===== config.mk =====
export PLATFORM = sky130hd
export DESIGN_NAME = tbp_timer
export DESIGN_NICKNAME = d
export VERILOG_FILES = /design/src/rtl/tbp_pkg.sv /design/src/rtl/tbp_timer.sv
export VERILOG_INCLUDE_DIRS = /design/src /design/src/rtl
export SDC_FILE = /design/constraint.sdc
export NUM_CORES = 2
export LEC_CHECK = 0
export BUFFER_PORTS_ARGS = -buffer_cell sky130_fd_sc_hd__buf_2
export CAP_MARGIN = 0
export CORE_ASPECT_RATIO = 1.1
export CORE_MARGIN = 2
export CORE_UTILIZATION = 65
export CTS_CLUSTER_DIAMETER = 150
export DETAILED_ROUTE_END_ITERATION = 16
export GPL_TIMING_DRIVEN = 0
export PLACE_DENSITY = 0.83
export SLEW_MARGIN = 20
export SYNTH_ARGS = -nofsm -noshare
export SYNTH_HDL_FRONTEND = slang
export SYNTH_SLANG_ARGS = --single-unit

===== constraint.sdc =====
create_clock -name ref_clk -period 5.9 [get_ports ref_clk]
set_input_delay 0.885 -clock ref_clk [delete_from_list [all_inputs] [get_ports ref_clk]]
set_output_delay 0.885 -clock ref_clk [all_outputs]
set_load 0.01 [all_outputs]

===== src/rtl/tbp_params.svh =====
// register map, field positions and constants of the multi-channel timer
`ifndef TBP_PARAMS_SVH
`define TBP_PARAMS_SVH

`define TBP_NCH         5
`define TBP_NREG        4
`define TBP_PSC_W       6
`define TBP_CH_LSB      6
`define TBP_CH_MSB      8
`define TBP_ADDR_MSB    31
`define TBP_OFF_CTRL    6'h00
`define TBP_OFF_MODE    6'h04
`define TBP_OFF_IOCTL   6'h08
`define TBP_OFF_STAT    6'h0c
`define TBP_OFF_COUNT   6'h10
`define TBP_OFF_GRA     6'h14
`define TBP_OFF_GRD     6'h20
`define TBP_OFF_START   9'h140
`define TBP_PSC_CASCADE 3'h7
`define TBP_CLR_A       3'h1
`define TBP_CLR_B       3'h2
`define TBP_CLR_C       3'h5
`define TBP_CLR_D       3'h6
`define TBP_IO_INIT     2
`define TBP_IO_CAP      3
`define TBP_ST_OVF      4
`define TBP_ST_UNF      5
`define TBP_BUF_CH      5'h19
`define TBP_PHASE_CH    5'h06
`define TBP_PWM2_CH     5'h07
`define TBP_CNT_MAX     16'hffff
`define TBP_CNT_ZERO    16'h0000
`define TBP_CNT_ONE     16'h0001

`endif


===== src/rtl/tbp_pkg.sv =====
// types shared by the multi-channel timer
package tbp_pkg;

  typedef logic [15:0] tbp_word_t;

  typedef enum logic [3:0] {
    TBP_NORMAL = 4'b0000,
    TBP_PWM1   = 4'b0010,
    TBP_PWM2   = 4'b0011,
    TBP_PH1    = 4'b0100,
    TBP_PH2    = 4'b0101,
    TBP_PH3    = 4'b0110,
    TBP_PH4    = 4'b0111
  } tbp_mode_e;

  typedef struct packed {
    logic [2:0] clrSel;
    logic [1:0] edgeSel;
    logic [2:0] pscSel;
  } tbp_ctrl_s;

  typedef struct packed {
    logic      bufB;
    logic      bufA;
    tbp_mode_e mode;
  } tbp_mode_s;

  typedef struct packed {
    logic       wr;
    logic [8:0] addr;
  } tbp_ahb_s;

endpackage : tbp_pkg


===== src/rtl/tbp_timer.sv =====
// multi-channel 16-bit timer: buffering, cascade, pwm and phase counting
`timescale 1ns/10ps
`include "tbp_params.svh"
//////////////////////////////////////////////////////////////////////////////
// Function
// - buffering only on channels 0, 3, 4; C buffers A, D buffers B
// - buffered compare match copies the buffer into the general register
// - buffered capture loads count, old general value moves to buffer
// - cascade chains channel 1 (upper) and channel 2 (lower) into 32 bits
// - prescale select 111 on channel 1 counts channel 2 wraps
// - upper half counts up on lower overflow, down on lower underflow
// - phase counting on channel 1 overrides its cascade prescale setting
// - every channel does pwm; match drives 0, 1 or toggles
// - pwm mode 1 pairs A/B and C/D onto pin A or C, A/C initial level
// - pwm mode 1 with equal pair values leaves the output unchanged
// - pwm mode 2 returns duty pins to initial level on counter clear
// - pwm mode 2 equal period and duty value leaves output unchanged
// - pwm mode 2 accepted only on channels 0, 1, 2
// - pwm mode 2 period register pin gives no waveform
// - period equal duty keeps the waveform constant, first pulse too
// - phase counting only on channels 1, 2, pins as clock, up/down
// - clear, capture, compare stay functional while phase counting
// - phase overflow up sets overflow flag, underflow down sets underflow
// - status shows the current count direction
// - channel 1 and channel 2 each have their own phase pin pair
// - phase mode 1 steps on every edge, direction from other phase level
//////////////////////////////////////////////////////////////////////////////
module tbp_timer
  import tbp_pkg::*;
#(
  parameter int PSC_W = `TBP_PSC_W
)
(
  // clock and reset
  input  logic        ref_clk,
  input  logic        srst,
  // ahb-lite slave
  input  logic        hsel,
  input  logic [31:0] haddr,
  input  logic [1:0]  htrans,
  input  logic        hwrite,
  input  logic [2:0]  hsize,
  input  logic [31:0] hwdata,
  input  logic        hready,
  output logic        hreadyout,
  output logic        hresp,
  output logic [31:0] hrdata,
  // compare/capture pins, index channel*4 + register
  input  logic [19:0] ioPinIn,
  output logic [19:0] ioPinOut,
  output logic [19:0] ioPinOeN,
  // two-phase clock pins
  input  logic        phaseA1In,
  input  logic        phaseB1In,
  input  logic        phaseA2In,
  input  logic        phaseB2In
);

  localparam int NCH  = `TBP_NCH;
  localparam int NREG = `TBP_NREG;
  localparam int NPIN = NCH * NREG;
  localparam logic [NCH-1:0] BUF_CH = `TBP_BUF_CH;

  //////////////////////////////////////////////////////////////////////////////
  function automatic logic [1:0] phaseStep(input tbp_mode_e md, input logic aNow,
                                           input logic aOld, input logic bNow,
                                           input logic bOld);
    logic aRise, aFall, bRise, bFall, up, dn;
    aRise = aNow & ~aOld;
    aFall = ~aNow & aOld;
    bRise = bNow & ~bOld;
    bFall = ~bNow & bOld;
    case (md)
      TBP_PH1:
      begin
        up = (aNow & bRise) | (~aNow & bFall) | (aRise & ~bNow) | (aFall & bNow);
        dn = (aNow & bFall) | (~aNow & bRise) | (aRise & bNow) | (aFall & ~bNow);
      end
      TBP_PH2:
      begin
        up = aFall & bNow;
        dn = aFall & ~bNow;
      end
      TBP_PH3:
      begin
        up = aFall & bNow;
        dn = aNow & bFall;
      end
      TBP_PH4:
      begin
        up = (aNow & bRise) | (~aNow & bFall);
        dn = (aNow & bFall) | (~aNow & bRise);
      end
      default:
      begin
        up = 1'b0;
        dn = 1'b0;
      end
    endcase
    // in phase mode 1 both phases moving at once is a glitch: cancel rather than guess
    return {up ^ dn, up};
  endfunction : phaseStep

  function automatic logic isPhase(input tbp_mode_e md);
    return (md == TBP_PH1) || (md == TBP_PH2) || (md == TBP_PH3) || (md == TBP_PH4);
  endfunction : isPhase

  function automatic logic applyAct(input logic [1:0] act, input logic cur);
    case (act)
      2'h1:    return 1'b0;
      2'h2:    return 1'b1;
      2'h3:    return ~cur;
      default: return cur;
    endcase
  endfunction : applyAct

  // {valid, index} of the register that clears the counter
  function automatic logic [2:0] clrIndex(input logic [2:0] sel);
    case (sel)
      `TBP_CLR_A: return 3'h4;
      `TBP_CLR_B: return 3'h5;
      `TBP_CLR_C: return 3'h6;
      `TBP_CLR_D: return 3'h7;
      default:    return 3'h0;
    endcase
  endfunction : clrIndex

  function automatic logic pscTick(input logic [2:0] sel, input logic [PSC_W-1:0] psc);
    case (sel)
      3'h0:    return 1'b1;
      // a narrow prescaler saturates at its slowest division
      3'h1:    return &(psc | ~PSC_W'(4'h3));
      3'h2:    return &(psc | ~PSC_W'(4'hf));
      3'h3:    return &psc;
      default: return 1'b0;
    endcase
  endfunction : pscTick

  function automatic logic modeOk(input int ch, input logic [3:0] md);
    logic [NCH-1:0] pwm2Ch, phCh;
    pwm2Ch = `TBP_PWM2_CH;
    phCh   = `TBP_PHASE_CH;
    case (md)
      TBP_NORMAL, TBP_PWM1:             return 1'b1;
      TBP_PWM2:                         return pwm2Ch[ch];
      TBP_PH1, TBP_PH2, TBP_PH3, TBP_PH4: return phCh[ch];
      default:                          return 1'b0;
    endcase
  endfunction : modeOk

  //////////////////////////////////////////////////////////////////////////////
  tbp_ctrl_s        ctrl_q  [NCH];
  tbp_mode_s        mode_q  [NCH];
  logic [15:0]      io_q    [NCH];
  tbp_word_t        cnt_q   [NCH];
  tbp_word_t        tgr_q   [NCH][NREG];
  logic [5:0]       flag_q  [NCH];
  logic [NCH-1:0]   dir_q;
  logic [NCH-1:0]   run_q;
  logic [PSC_W-1:0] psc_q;
  logic [NPIN-1:0]  pinS1_q, pinS2_q, pinS3_q, pinLvl_q;
  logic [3:0]       phS1_q, phS2_q, phS3_q;
  tbp_ahb_s         ap_q;
  logic             apValid_q;
  logic [31:0]      rdata_q;

  logic [1:0]       phStep  [NCH];
  logic [NCH-1:0]   tick, up, ovf, unf, clrEv, cascade, cntWr;
  logic [NREG-1:0]  match   [NCH];
  logic [NREG-1:0]  capt    [NCH];
  logic [2:0]       clrSel  [NCH];
  logic [1:0]       bufOn   [NCH];
  logic             wrHit, apValid;
  logic [2:0]       wrCh;
  logic [5:0]       wrOff;
  logic [31:0]      rdVal;

  //////////////////////////////////////////////////////////////////////////////
  // ahb-lite slave: zero wait states, always okay
  assign apValid   = hsel & htrans[1] & hready;
  assign hreadyout = 1'b1;
  assign hresp     = 1'b0;
  assign hrdata    = rdata_q;
  assign wrHit     = apValid_q & ap_q.wr;
  assign wrCh      = ap_q.addr[`TBP_CH_MSB:`TBP_CH_LSB];
  assign wrOff     = ap_q.addr[`TBP_CH_LSB-1:0];

  always_comb
  begin
    logic [2:0] ch;
    logic [5:0] off;
    ch    = haddr[`TBP_CH_MSB:`TBP_CH_LSB];
    off   = haddr[`TBP_CH_LSB-1:0];
    rdVal = 32'h0000_0000;
    if (haddr[`TBP_ADDR_MSB:`TBP_CH_MSB+1] != '0)
      rdVal = 32'h0000_0000;
    else if (haddr[`TBP_CH_MSB:0] == `TBP_OFF_START)
      rdVal = {27'h0, run_q};
    else if (ch < 3'(NCH))
    begin
      case (off)
        `TBP_OFF_CTRL:  rdVal = {24'h0, ctrl_q[ch]};
        `TBP_OFF_MODE:  rdVal = {26'h0, mode_q[ch]};
        `TBP_OFF_IOCTL: rdVal = {16'h0, io_q[ch]};
        `TBP_OFF_STAT:  rdVal = {24'h0, dir_q[ch], 1'b0, flag_q[ch]};
        `TBP_OFF_COUNT: rdVal = {16'h0, cnt_q[ch]};
        default:
        begin
          if (off >= `TBP_OFF_GRA && off <= `TBP_OFF_GRD && off[1:0] == 2'h0)
            rdVal = {16'h0, tgr_q[ch][2'((off - `TBP_OFF_GRA) >> 2)]};
        end
      endcase
    end
  end

  always_ff @(posedge ref_clk)
  begin
    if (srst)
    begin
      ap_q      <= '0;
      apValid_q <= 1'b0;
      rdata_q   <= 32'h0000_0000;
    end
    else
    begin
      apValid_q <= apValid;
      if (apValid)
        ap_q <= '{wr: hwrite, addr: haddr[`TBP_CH_MSB:0]};
      if (apValid && !hwrite)
        rdata_q <= rdVal;
    end
  end

  //////////////////////////////////////////////////////////////////////////////
  // configuration and start registers
  always_ff @(posedge ref_clk)
  begin
    if (srst)
    begin
      run_q <= '0;
      for (int c = 0; c < NCH; c++)
      begin
        ctrl_q[c] <= '0;
        mode_q[c] <= '{bufB: 1'b0, bufA: 1'b0, mode: TBP_NORMAL};
        io_q[c]   <= 16'h0000;
      end
    end
    else if (wrHit)
    begin
      if (ap_q.addr == `TBP_OFF_START)
        run_q <= hwdata[NCH-1:0];
      for (int c = 0; c < NCH; c++)
      begin
        if (wrCh == 3'(c) && wrOff == `TBP_OFF_CTRL)
          ctrl_q[c] <= hwdata[7:0];
        if (wrCh == 3'(c) && wrOff == `TBP_OFF_IOCTL)
          io_q[c] <= hwdata[15:0];
        // an illegal mode for the channel is dropped, the old one stays
        if (wrCh == 3'(c) && wrOff == `TBP_OFF_MODE && modeOk(c, hwdata[3:0]))
        begin
          mode_q[c].mode <= tbp_mode_e'(hwdata[3:0]);
          mode_q[c].bufA <= hwdata[4] & BUF_CH[c];
          mode_q[c].bufB <= hwdata[5] & BUF_CH[c];
        end
      end
    end
  end

  //////////////////////////////////////////////////////////////////////////////
  // count sources, compare and capture events
  always_comb
  begin
    for (int c = NCH - 1; c >= 0; c--)
    begin
      phStep[c] = 2'b00;
      if (c == 1)
        phStep[c] = phaseStep(mode_q[c].mode, phS2_q[0], phS3_q[0], phS2_q[1], phS3_q[1]);
      if (c == 2)
        phStep[c] = phaseStep(mode_q[c].mode, phS2_q[2], phS3_q[2], phS2_q[3], phS3_q[3]);
      cascade[c] = (c == 1) && (ctrl_q[c].pscSel == `TBP_PSC_CASCADE)
                   && !isPhase(mode_q[c].mode);
      if (isPhase(mode_q[c].mode))
      begin
        tick[c] = phStep[c][1];
        up[c]   = phStep[c][0];
      end
      else if (cascade[c])
      begin
        tick[c] = ovf[2] | unf[2];
        up[c]   = ovf[2];
      end
      else
      begin
        tick[c] = pscTick(ctrl_q[c].pscSel, psc_q);
        up[c]   = 1'b1;
      end
      tick[c]  = tick[c] & run_q[c];
      ovf[c]   = tick[c] & up[c] & (cnt_q[c] == `TBP_CNT_MAX);
      unf[c]   = tick[c] & ~up[c] & (cnt_q[c] == `TBP_CNT_ZERO);
      bufOn[c] = {mode_q[c].bufB, mode_q[c].bufA};
      clrSel[c] = clrIndex(ctrl_q[c].clrSel);
      cntWr[c] = wrHit && wrCh == 3'(c) && wrOff == `TBP_OFF_COUNT;
      for (int r = 0; r < NREG; r++)
      begin
        logic isCap, slot, rise, fall;
        isCap = io_q[c][4*r + `TBP_IO_CAP];
        slot  = (r >= 2) && bufOn[c][r % 2];
        rise  = pinS2_q[c*NREG + r] & ~pinS3_q[c*NREG + r];
        fall  = ~pinS2_q[c*NREG + r] & pinS3_q[c*NREG + r];
        // match and capture ignore the mode, so phase counting keeps them
        match[c][r] = tick[c] & ~isCap & ~slot & (cnt_q[c] == tgr_q[c][r]);
        case (io_q[c][4*r +: 2])
          2'h0:    capt[c][r] = isCap & ~slot & rise;
          2'h1:    capt[c][r] = isCap & ~slot & fall;
          default: capt[c][r] = isCap & ~slot & (rise | fall);
        endcase
      end
      clrEv[c] = clrSel[c][2] & run_q[c] & (match[c][clrSel[c][1:0]] | capt[c][clrSel[c][1:0]]);
    end
  end

  //////////////////////////////////////////////////////////////////////////////
  // prescaler, counters and direction
  always_ff @(posedge ref_clk)
  begin
    if (srst)
    begin
      psc_q <= '0;
      dir_q <= '0;
      for (int c = 0; c < NCH; c++)
        cnt_q[c] <= `TBP_CNT_ZERO;
    end
    else
    begin
      psc_q <= psc_q + 1'b1;
      for (int c = 0; c < NCH; c++)
      begin
        if (tick[c])
          dir_q[c] <= up[c];
        // a software write beats a count in the same cycle
        if (cntWr[c])
          cnt_q[c] <= hwdata[15:0];
        else if (clrEv[c])
          cnt_q[c] <= `TBP_CNT_ZERO;
        else if (tick[c])
          cnt_q[c] <= up[c] ? cnt_q[c] + `TBP_CNT_ONE : cnt_q[c] - `TBP_CNT_ONE;
      end
    end
  end

  //////////////////////////////////////////////////////////////////////////////
  // general and buffer registers; hardware transfers beat software writes
  always_ff @(posedge ref_clk)
  begin
    if (srst)
    begin
      for (int c = 0; c < NCH; c++)
        for (int r = 0; r < NREG; r++)
          tgr_q[c][r] <= 16'hffff;
    end
    else
    begin
      for (int c = 0; c < NCH; c++)
      begin
        for (int r = 0; r < NREG; r++)
        begin
          if (wrHit && wrCh == 3'(c) && wrOff == 6'(`TBP_OFF_GRA + 4 * r))
            tgr_q[c][r] <= hwdata[15:0];
          if (capt[c][r])
            tgr_q[c][r] <= cnt_q[c];
        end
        for (int p = 0; p < 2; p++)
        begin
          if (bufOn[c][p] && capt[c][p])
            tgr_q[c][p + 2] <= tgr_q[c][p];
          else if (bufOn[c][p] && match[c][p])
            tgr_q[c][p] <= tgr_q[c][p + 2];
        end
      end
    end
  end

  //////////////////////////////////////////////////////////////////////////////
  // status flags: write one to clear, a new event wins over the clear
  always_ff @(posedge ref_clk)
  begin
    if (srst)
    begin
      for (int c = 0; c < NCH; c++)
        flag_q[c] <= 6'h00;
    end
    else
    begin
      for (int c = 0; c < NCH; c++)
      begin
        logic [5:0] clr;
        clr = (wrHit && wrCh == 3'(c) && wrOff == `TBP_OFF_STAT) ? hwdata[5:0] : 6'h00;
        flag_q[c] <= (flag_q[c] & ~clr)
                     | {unf[c], ovf[c], match[c] | capt[c]};
      end
    end
  end

  //////////////////////////////////////////////////////////////////////////////
  // pin synchronisers and output levels
  assign ioPinOut = pinLvl_q;

  always_comb
  begin
    for (int c = 0; c < NCH; c++)
      for (int r = 0; r < NREG; r++)
        ioPinOeN[c*NREG + r] = io_q[c][4*r + `TBP_IO_CAP];
  end

  always_ff @(posedge ref_clk)
  begin
    if (srst)
    begin
      pinS1_q <= '0;
      pinS2_q <= '0;
      pinS3_q <= '0;
      phS1_q  <= 4'h0;
      phS2_q  <= 4'h0;
      phS3_q  <= 4'h0;
    end
    else
    begin
      pinS1_q <= ioPinIn;
      pinS2_q <= pinS1_q;
      pinS3_q <= pinS2_q;
      phS1_q  <= {phaseB2In, phaseA2In, phaseB1In, phaseA1In};
      phS2_q  <= phS1_q;
      phS3_q  <= phS2_q;
    end
  end

  always_ff @(posedge ref_clk)
  begin
    if (srst)
      pinLvl_q <= '0;
    else
    begin
      for (int c = 0; c < NCH; c++)
      begin
        for (int r = 0; r < NREG; r++)
        begin
          if (!run_q[c])
            pinLvl_q[c*NREG + r] <= io_q[c][4*r + `TBP_IO_INIT];
          else
          begin
            case (mode_q[c].mode)
              TBP_PWM1:
              begin
                // odd registers only steer the even pin of their pair
                if (r % 2 == 1)
                  pinLvl_q[c*NREG + r] <= io_q[c][4*r + `TBP_IO_INIT];
                // r | 1 keeps the unrolled odd lanes inside the arrays
                else if (tgr_q[c][r] == tgr_q[c][r | 1])
                  pinLvl_q[c*NREG + r] <= pinLvl_q[c*NREG + r];
                else if (match[c][r])
                  pinLvl_q[c*NREG + r] <= applyAct(io_q[c][4*r +: 2],
                                                   pinLvl_q[c*NREG + r]);
                else if (match[c][r | 1])
                  pinLvl_q[c*NREG + r] <= applyAct(io_q[c][4*(r | 1) +: 2],
                                                   pinLvl_q[c*NREG + r]);
              end
              TBP_PWM2:
              begin
                if (!clrSel[c][2] || clrSel[c][1:0] == 2'(r))
                  pinLvl_q[c*NREG + r] <= io_q[c][4*r + `TBP_IO_INIT];
                else if (clrEv[c])
                  pinLvl_q[c*NREG + r] <= io_q[c][4*r + `TBP_IO_INIT];
                else if (match[c][r] && tgr_q[c][r] != tgr_q[c][clrSel[c][1:0]])
                  pinLvl_q[c*NREG + r] <= applyAct(io_q[c][4*r +: 2],
                                                   pinLvl_q[c*NREG + r]);
              end
              default:
              begin
                if (match[c][r])
                  pinLvl_q[c*NREG + r] <= applyAct(io_q[c][4*r +: 2],
                                                   pinLvl_q[c*NREG + r]);
              end
            endcase
          end
        end
      end
    end
  end
endmodule : tbp_timer


==> flow_metrics.py, run 1 <==
metrics = {
    "status": {
        "run_status": "stopped before the end",
        "lastStage": "global routing",
        "error_line": "[ERROR GRT-0116] Global routing finished with congestion. Check the congestion regions in the DRC Viewer.",
    },
    "yosys": {
        "syn_avg_cell_area_um2": 9.114,
        "synth_cell_types": 112,
        "synthArstFlopShare_pct": 0,
        "yosysWarnings": 0,
        "synth_edf_count": 546,
        "synthCells": 6304,
        "synth_ff_type": "edfxtp_1",
        "synth_area_um2": 57460,
        "synth_seq_cells": 711,
        "yosysSeqAreaShare_pct": 34.29,
    },
    "floorplan": {
        "dieHeight_um": 315.8,
        "ios": 172,
        "initial_utilization_pct": 65.50,
        "rows": 114,
        "fp.dieW_um": 287.5,
    },
    "clock_network": {
        "cts-resized-gates": 18,
        "ctsLongestPathBuffers": 3,
        "cts_num_sinks": 711,
        "htreeDepth": 3,
        "cts_hold_buf": 0,
        "numCtsBuffers": 77,
        "root_buffer": "clkbuf_16",
        "cts_setup_buffers": 0,
    },
    "place": {
        "dpl_worst_slack_ns": -0.8139,
        "globalplace.congestion": 1.342,
        "io_buffers": 115,
        "place_hpwl_mm": 225.2,
    },
    "grt": {
        "overflow": 26,
        "grt_max_degree": 18,
        "grt_util_all_layers_pct": 70.71,
        "grt_pass1_vias": 60491,
        "grt_pass1_wl_mm": 455.5,
    },
}
per-stage QoR:
step / cells / area [µm²] / util [%] / setup TNS [ns]
after floorplan: 6325 / 57530 / - / 0
after global placement: 7600 / 59560 / 67.90 / -115.04
after detailed placement: 7621 / 60000 / 68.40 / -1.957
after CTS: 7764 / 62590 / 71.36 / 0
synth_stat cells (100+ instances only):
| cell | instances | area [µm²] |
|---|---|---|
| nor4_1 | 141 | 882.1 |
| inv_1 | 174 | 653.1 |
| ha_1 | 135 | 1689 |
| o22ai_1 | 100 | 625.6 |
| a31oi_1 | 117 | 732.0 |
| dfxtp_1 | 165 | 3303 |
| xor2_1 | 490 | 4292 |
| a21oi_1 | 222 | 1111 |
| nor3_1 | 119 | 595.6 |
| nand2_1 | 578 | 2170 |
| xnor2_1 | 397 | 3477 |
| o22a_1 | 131 | 1147 |
| edfxtp_1 | 546 | 16400 |
| mux4_2 | 163 | 3671 |
| nand3_1 | 133 | 665.6 |
| clkbuf_1 | 573 | 2151 |
| mux2i_1 | 174 | 1742 |
| o21ai_0 | 339 | 1697 |
| nor2_1 | 434 | 1629 |
cells by family after synthesis:
family	Yosys count	synth area share (%)
and+or+nand+nor	1912	16.22
AOI/OAI and AO/OA	1370	16.28
buffers and inverters	909	6.415
xor gates and xnor gates	888	13.56
DFF	711	34.29
muxes	372	10.11
adders and majority gates	140	3.114
other	2	0.01307
routing by layer:
metal,GRT overflow,global-route usage (%)
met5,0,26.72
met4,16,66.02
met3,0,53.69
met2,10,88.93
met1,0,71.97
==> run 2, diff against run 1 <==
--- a/config.mk
+++ b/config.mk
@@ -8,13 +8,11 @@
 export LEC_CHECK = 0
 export BUFFER_PORTS_ARGS = -buffer_cell sky130_fd_sc_hd__buf_2
 export CAP_MARGIN = 0
-export CORE_ASPECT_RATIO = 1.1
 export CORE_MARGIN = 2
-export CORE_UTILIZATION = 65
-export CTS_CLUSTER_DIAMETER = 150
+export CORE_UTILIZATION = 40
 export DETAILED_ROUTE_END_ITERATION = 16
 export GPL_TIMING_DRIVEN = 0
-export PLACE_DENSITY = 0.83
+export PLACE_DENSITY_LB_ADDON = 0.15
 export SLEW_MARGIN = 20
 export SYNTH_ARGS = -nofsm -noshare
 export SYNTH_HDL_FRONTEND = slang
==> run 2 against run 1 <==
  * The flow now finishes without violations
  * Synthesized cell count unchanged
  * Area after synthesis unchanged
==> flow_metrics.py, run 2 <==
metrics = {
    "grt": {
        "grt_pass1_wl_mm": 474.9,
        "overflow": 0,
        "grt_util_all_layers_pct": 47.72,
        "grt_max_degree": 18,
        "grt_pass1_vias": 53301,
        "antenna_found_initial": 54,
    },
    "yosys": {
        "yosysTopAreaCell": "edfxtp_1",
        "yosysWarnings": 0,
        "yosysSeqAreaShare_pct": 34.29,
        "syn_avg_cell_area_um2": 9.114,
        "synth_top_area_share_pct": 28.54,
        "synth_ff_type": "edfxtp_1",
        "synth_area_um2": 57460,
        "synth_seq_cells": 711,
        "yosys.area_share.simple_pct": 16.22,
        "synth_xor_area_share_pct": 13.56,
        "synth_cell_types": 112,
        "synth_top_family_by_area": "compound AO/OA/AOI/OAI gates",
        "synthTopCellsByCount": "nand2_1, clkbuf_1, edfxtp_1",
        "synth_compound_area_share_pct": 16.28,
        "synth_edf_count": 546,
        "synth-adder-area-share_pct": 3.114,
        "yosys-top-cells-area": "edfxtp_1, xor2_1, mux4_2",
        "synth_mux_area_share_pct": 10.11,
        "synth_most_common_cell": "nand2_1",
        "synthArstFlopShare_pct": 0,
        "synthCells": 6304,
    },
    "power": {
        "irDropWorstVdd_mv": 0.2528,
        "p_total_mw": 13.34,
        "p_leak_nw": 21.49,
        "power_density_nw_per_um2": 206.1,
    },
    "final_layout": {
        "regMostFlops": "tgr_q",
        "final_common_cell": "nand2_1",
        "largest_reg_flops": 320,
        "drive_gt1_share_pct": 12.15,
        "fillerInstances": 14163,
        "multi_input_area_um2": 34370,
        "fin_util_pct": 45.22,
        "top_regs": "tgr_q x320, cnt_q x80, io_q x80",
        "syn_to_final_growth_pct": 12.65,
        "final_cell_mix": "nand2_1, edfxtp_1, clkbuf_1",
        "regArea_um2": 19700,
        "nets": 6824,
    },
    "clock_network": {
        "htreeDepth": 3,
        "insertion_delay_ns": 0.74,
        "cts_tree": "yes",
        "clk_pin_slew_ns": 0.08,
        "numCtsBuffers": 86,
        "root_buffer": "clkbuf_16",
        "ctsLongestPathBuffers": 3,
        "cts_hold_buf": 0,
        "cts_num_sinks": 711,
    },
    "route": {
        "finalWirelength_mm": 360.7,
        "drcViolationCount": 0,
        "ant_nets": 0,
        "vias": 58367,
        "wire_per_inst_um": 41.97,
        "avgViaCountPerCell": 6.790,
        "dr.pass1.iters": 9,
        "dr.first_iter.drc_count": 9507,
    },
    "sta": {
        "slew_headroom_pct": 8.892,
        "clock.fmax_mhz": 175.2,
        "slew_viol_final": 0,
        "fin_crit_ns": 5.709,
        "clock_skew_ns": 0.03740,
        "setup_violations": 0,
        "tightest_slew_ns": 1.367,
        "setup_slack_ns": 0.1912,
        "post-route-period-util_pct": 96.76,
        "fin_hold_ws_ns": 0.3669,
        "rsz0062_at_grt": "no",
        "setup_tns_ns": 0,
        "hold_violations": 0,
    },
    "status": {
        "run_status": "complete, no violations",
    },
    "place": {
        "io_buffers": 115,
        "dpl_worst_slack_ns": -1.236,
        "globalplace.congestion": 1.105,
        "place_hpwl_mm": 275.4,
    },
    "floorplan": {
        "fp.dieW_um": 383.0,
        "dieHeight_um": 383.0,
        "rows": 139,
        "core-area_um2": 143100,
        "ios": 172,
        "initial_utilization_pct": 40.14,
        "design.die.area_um2": 146700,
    },
    "run": {
        "cap_violations": 0,
    },
    "critical_path": {
        "startpoint_type": "register",
        "arrival_ns": 6.15,
        "worstPathRequired_ns": 6.34,
        "cp_max_fo": 7,
        "critical_path_class": "reg2reg",
        "endpoint_kind": "register",
    },
    "min_path": {
        "hold_path_class": "in2reg",
    },
}
[run 2: path summary, 6_finish.rpt]
path	start	endpoint	slack, ns	cells after the start
max	psc_q[0]	cnt_q[1][15]	0.19	17
min	ioPinIn[19]	pinS1_q[19]	0.37	2
max reg2reg	psc_q[0]	cnt_q[1][15]	0.19	17
min reg2reg	pinS1_q[2]	pinS2_q[2]	0.43	1
[run 2: kinds of logic after synthesis]
logic type,Yosys count
multiplexers,372
AND/OR/NAND/NOR,1912
flip-flops,711
AO/OA/AOI/OAI,1370
buffers and inverters,909
XOR/XNOR,888
other,2
adder cells (fa/ha/maj),140
[run 2: timing repair]
action / CTS / global route
resized for setup: 29 / 3
buffers inserted: 4 / 0
endpoints found under the setup margin: 9 / 1
[run 2: final cells by class]
cell class	instances	area share (%)
Tap cell	1903	3.679
Clock inverter	42	0.6012
Buffer	732	4.901
Antenna cell	37	0.1431
Multi-Input combinational cell	4705	53.10
Clock buffer	116	3.743
Sequential cell	711	30.44
Timing Repair Buffer	174	2.372
Inverter	176	1.027
[run 2: metrics by stage]
stage	instance area (µm²)	cells
2_1_floorplan	57530	6325
6_report	64720	8596
5_1_grt	64650	8566
3_5_place_dp	61690	8397
4_1_cts	64590	8558
3_3_place_gp	60490	8343
[run 2: worst max-delay path, cell delays in order (launching register included)]
cell and delay, ns:
dfxtp_1 0.36, ha_2 0.36, nand3_4 0.23, o21ai_0 0.48, a32oi_1 0.46, nor2_2 0.38
o32a_4 0.37, clkinvlp_4 0.17, ha_1 0.31, a211o_1 0.33, a211oi_2 0.26, o31ai_1 0.17
o41ai_1 0.38, o21ai_0 0.26, o41ai_2 0.34, xor3_1 0.28, a32oi_1 0.20, nor2_1 0.06
[run 2: layer usage]
metal	up-vias	global-route usage (%)	wire (µm)
met5	-	0	247
met4	34	37.36	34360
met3	1348	16.87	47300
met2	4756	68.70	148000
met1	28772	57.84	130800
li1	23457	-	-
[run 2: power breakdown]
part / leakage (nW) / internal, mW / switching (mW)
logic: 14.1 / 0.640 / 1.48
registers: 5.99 / 5.51 / 0.168
clock network: 1.37 / 3.08 / 2.47
Power figures use the tool's default switching activity.
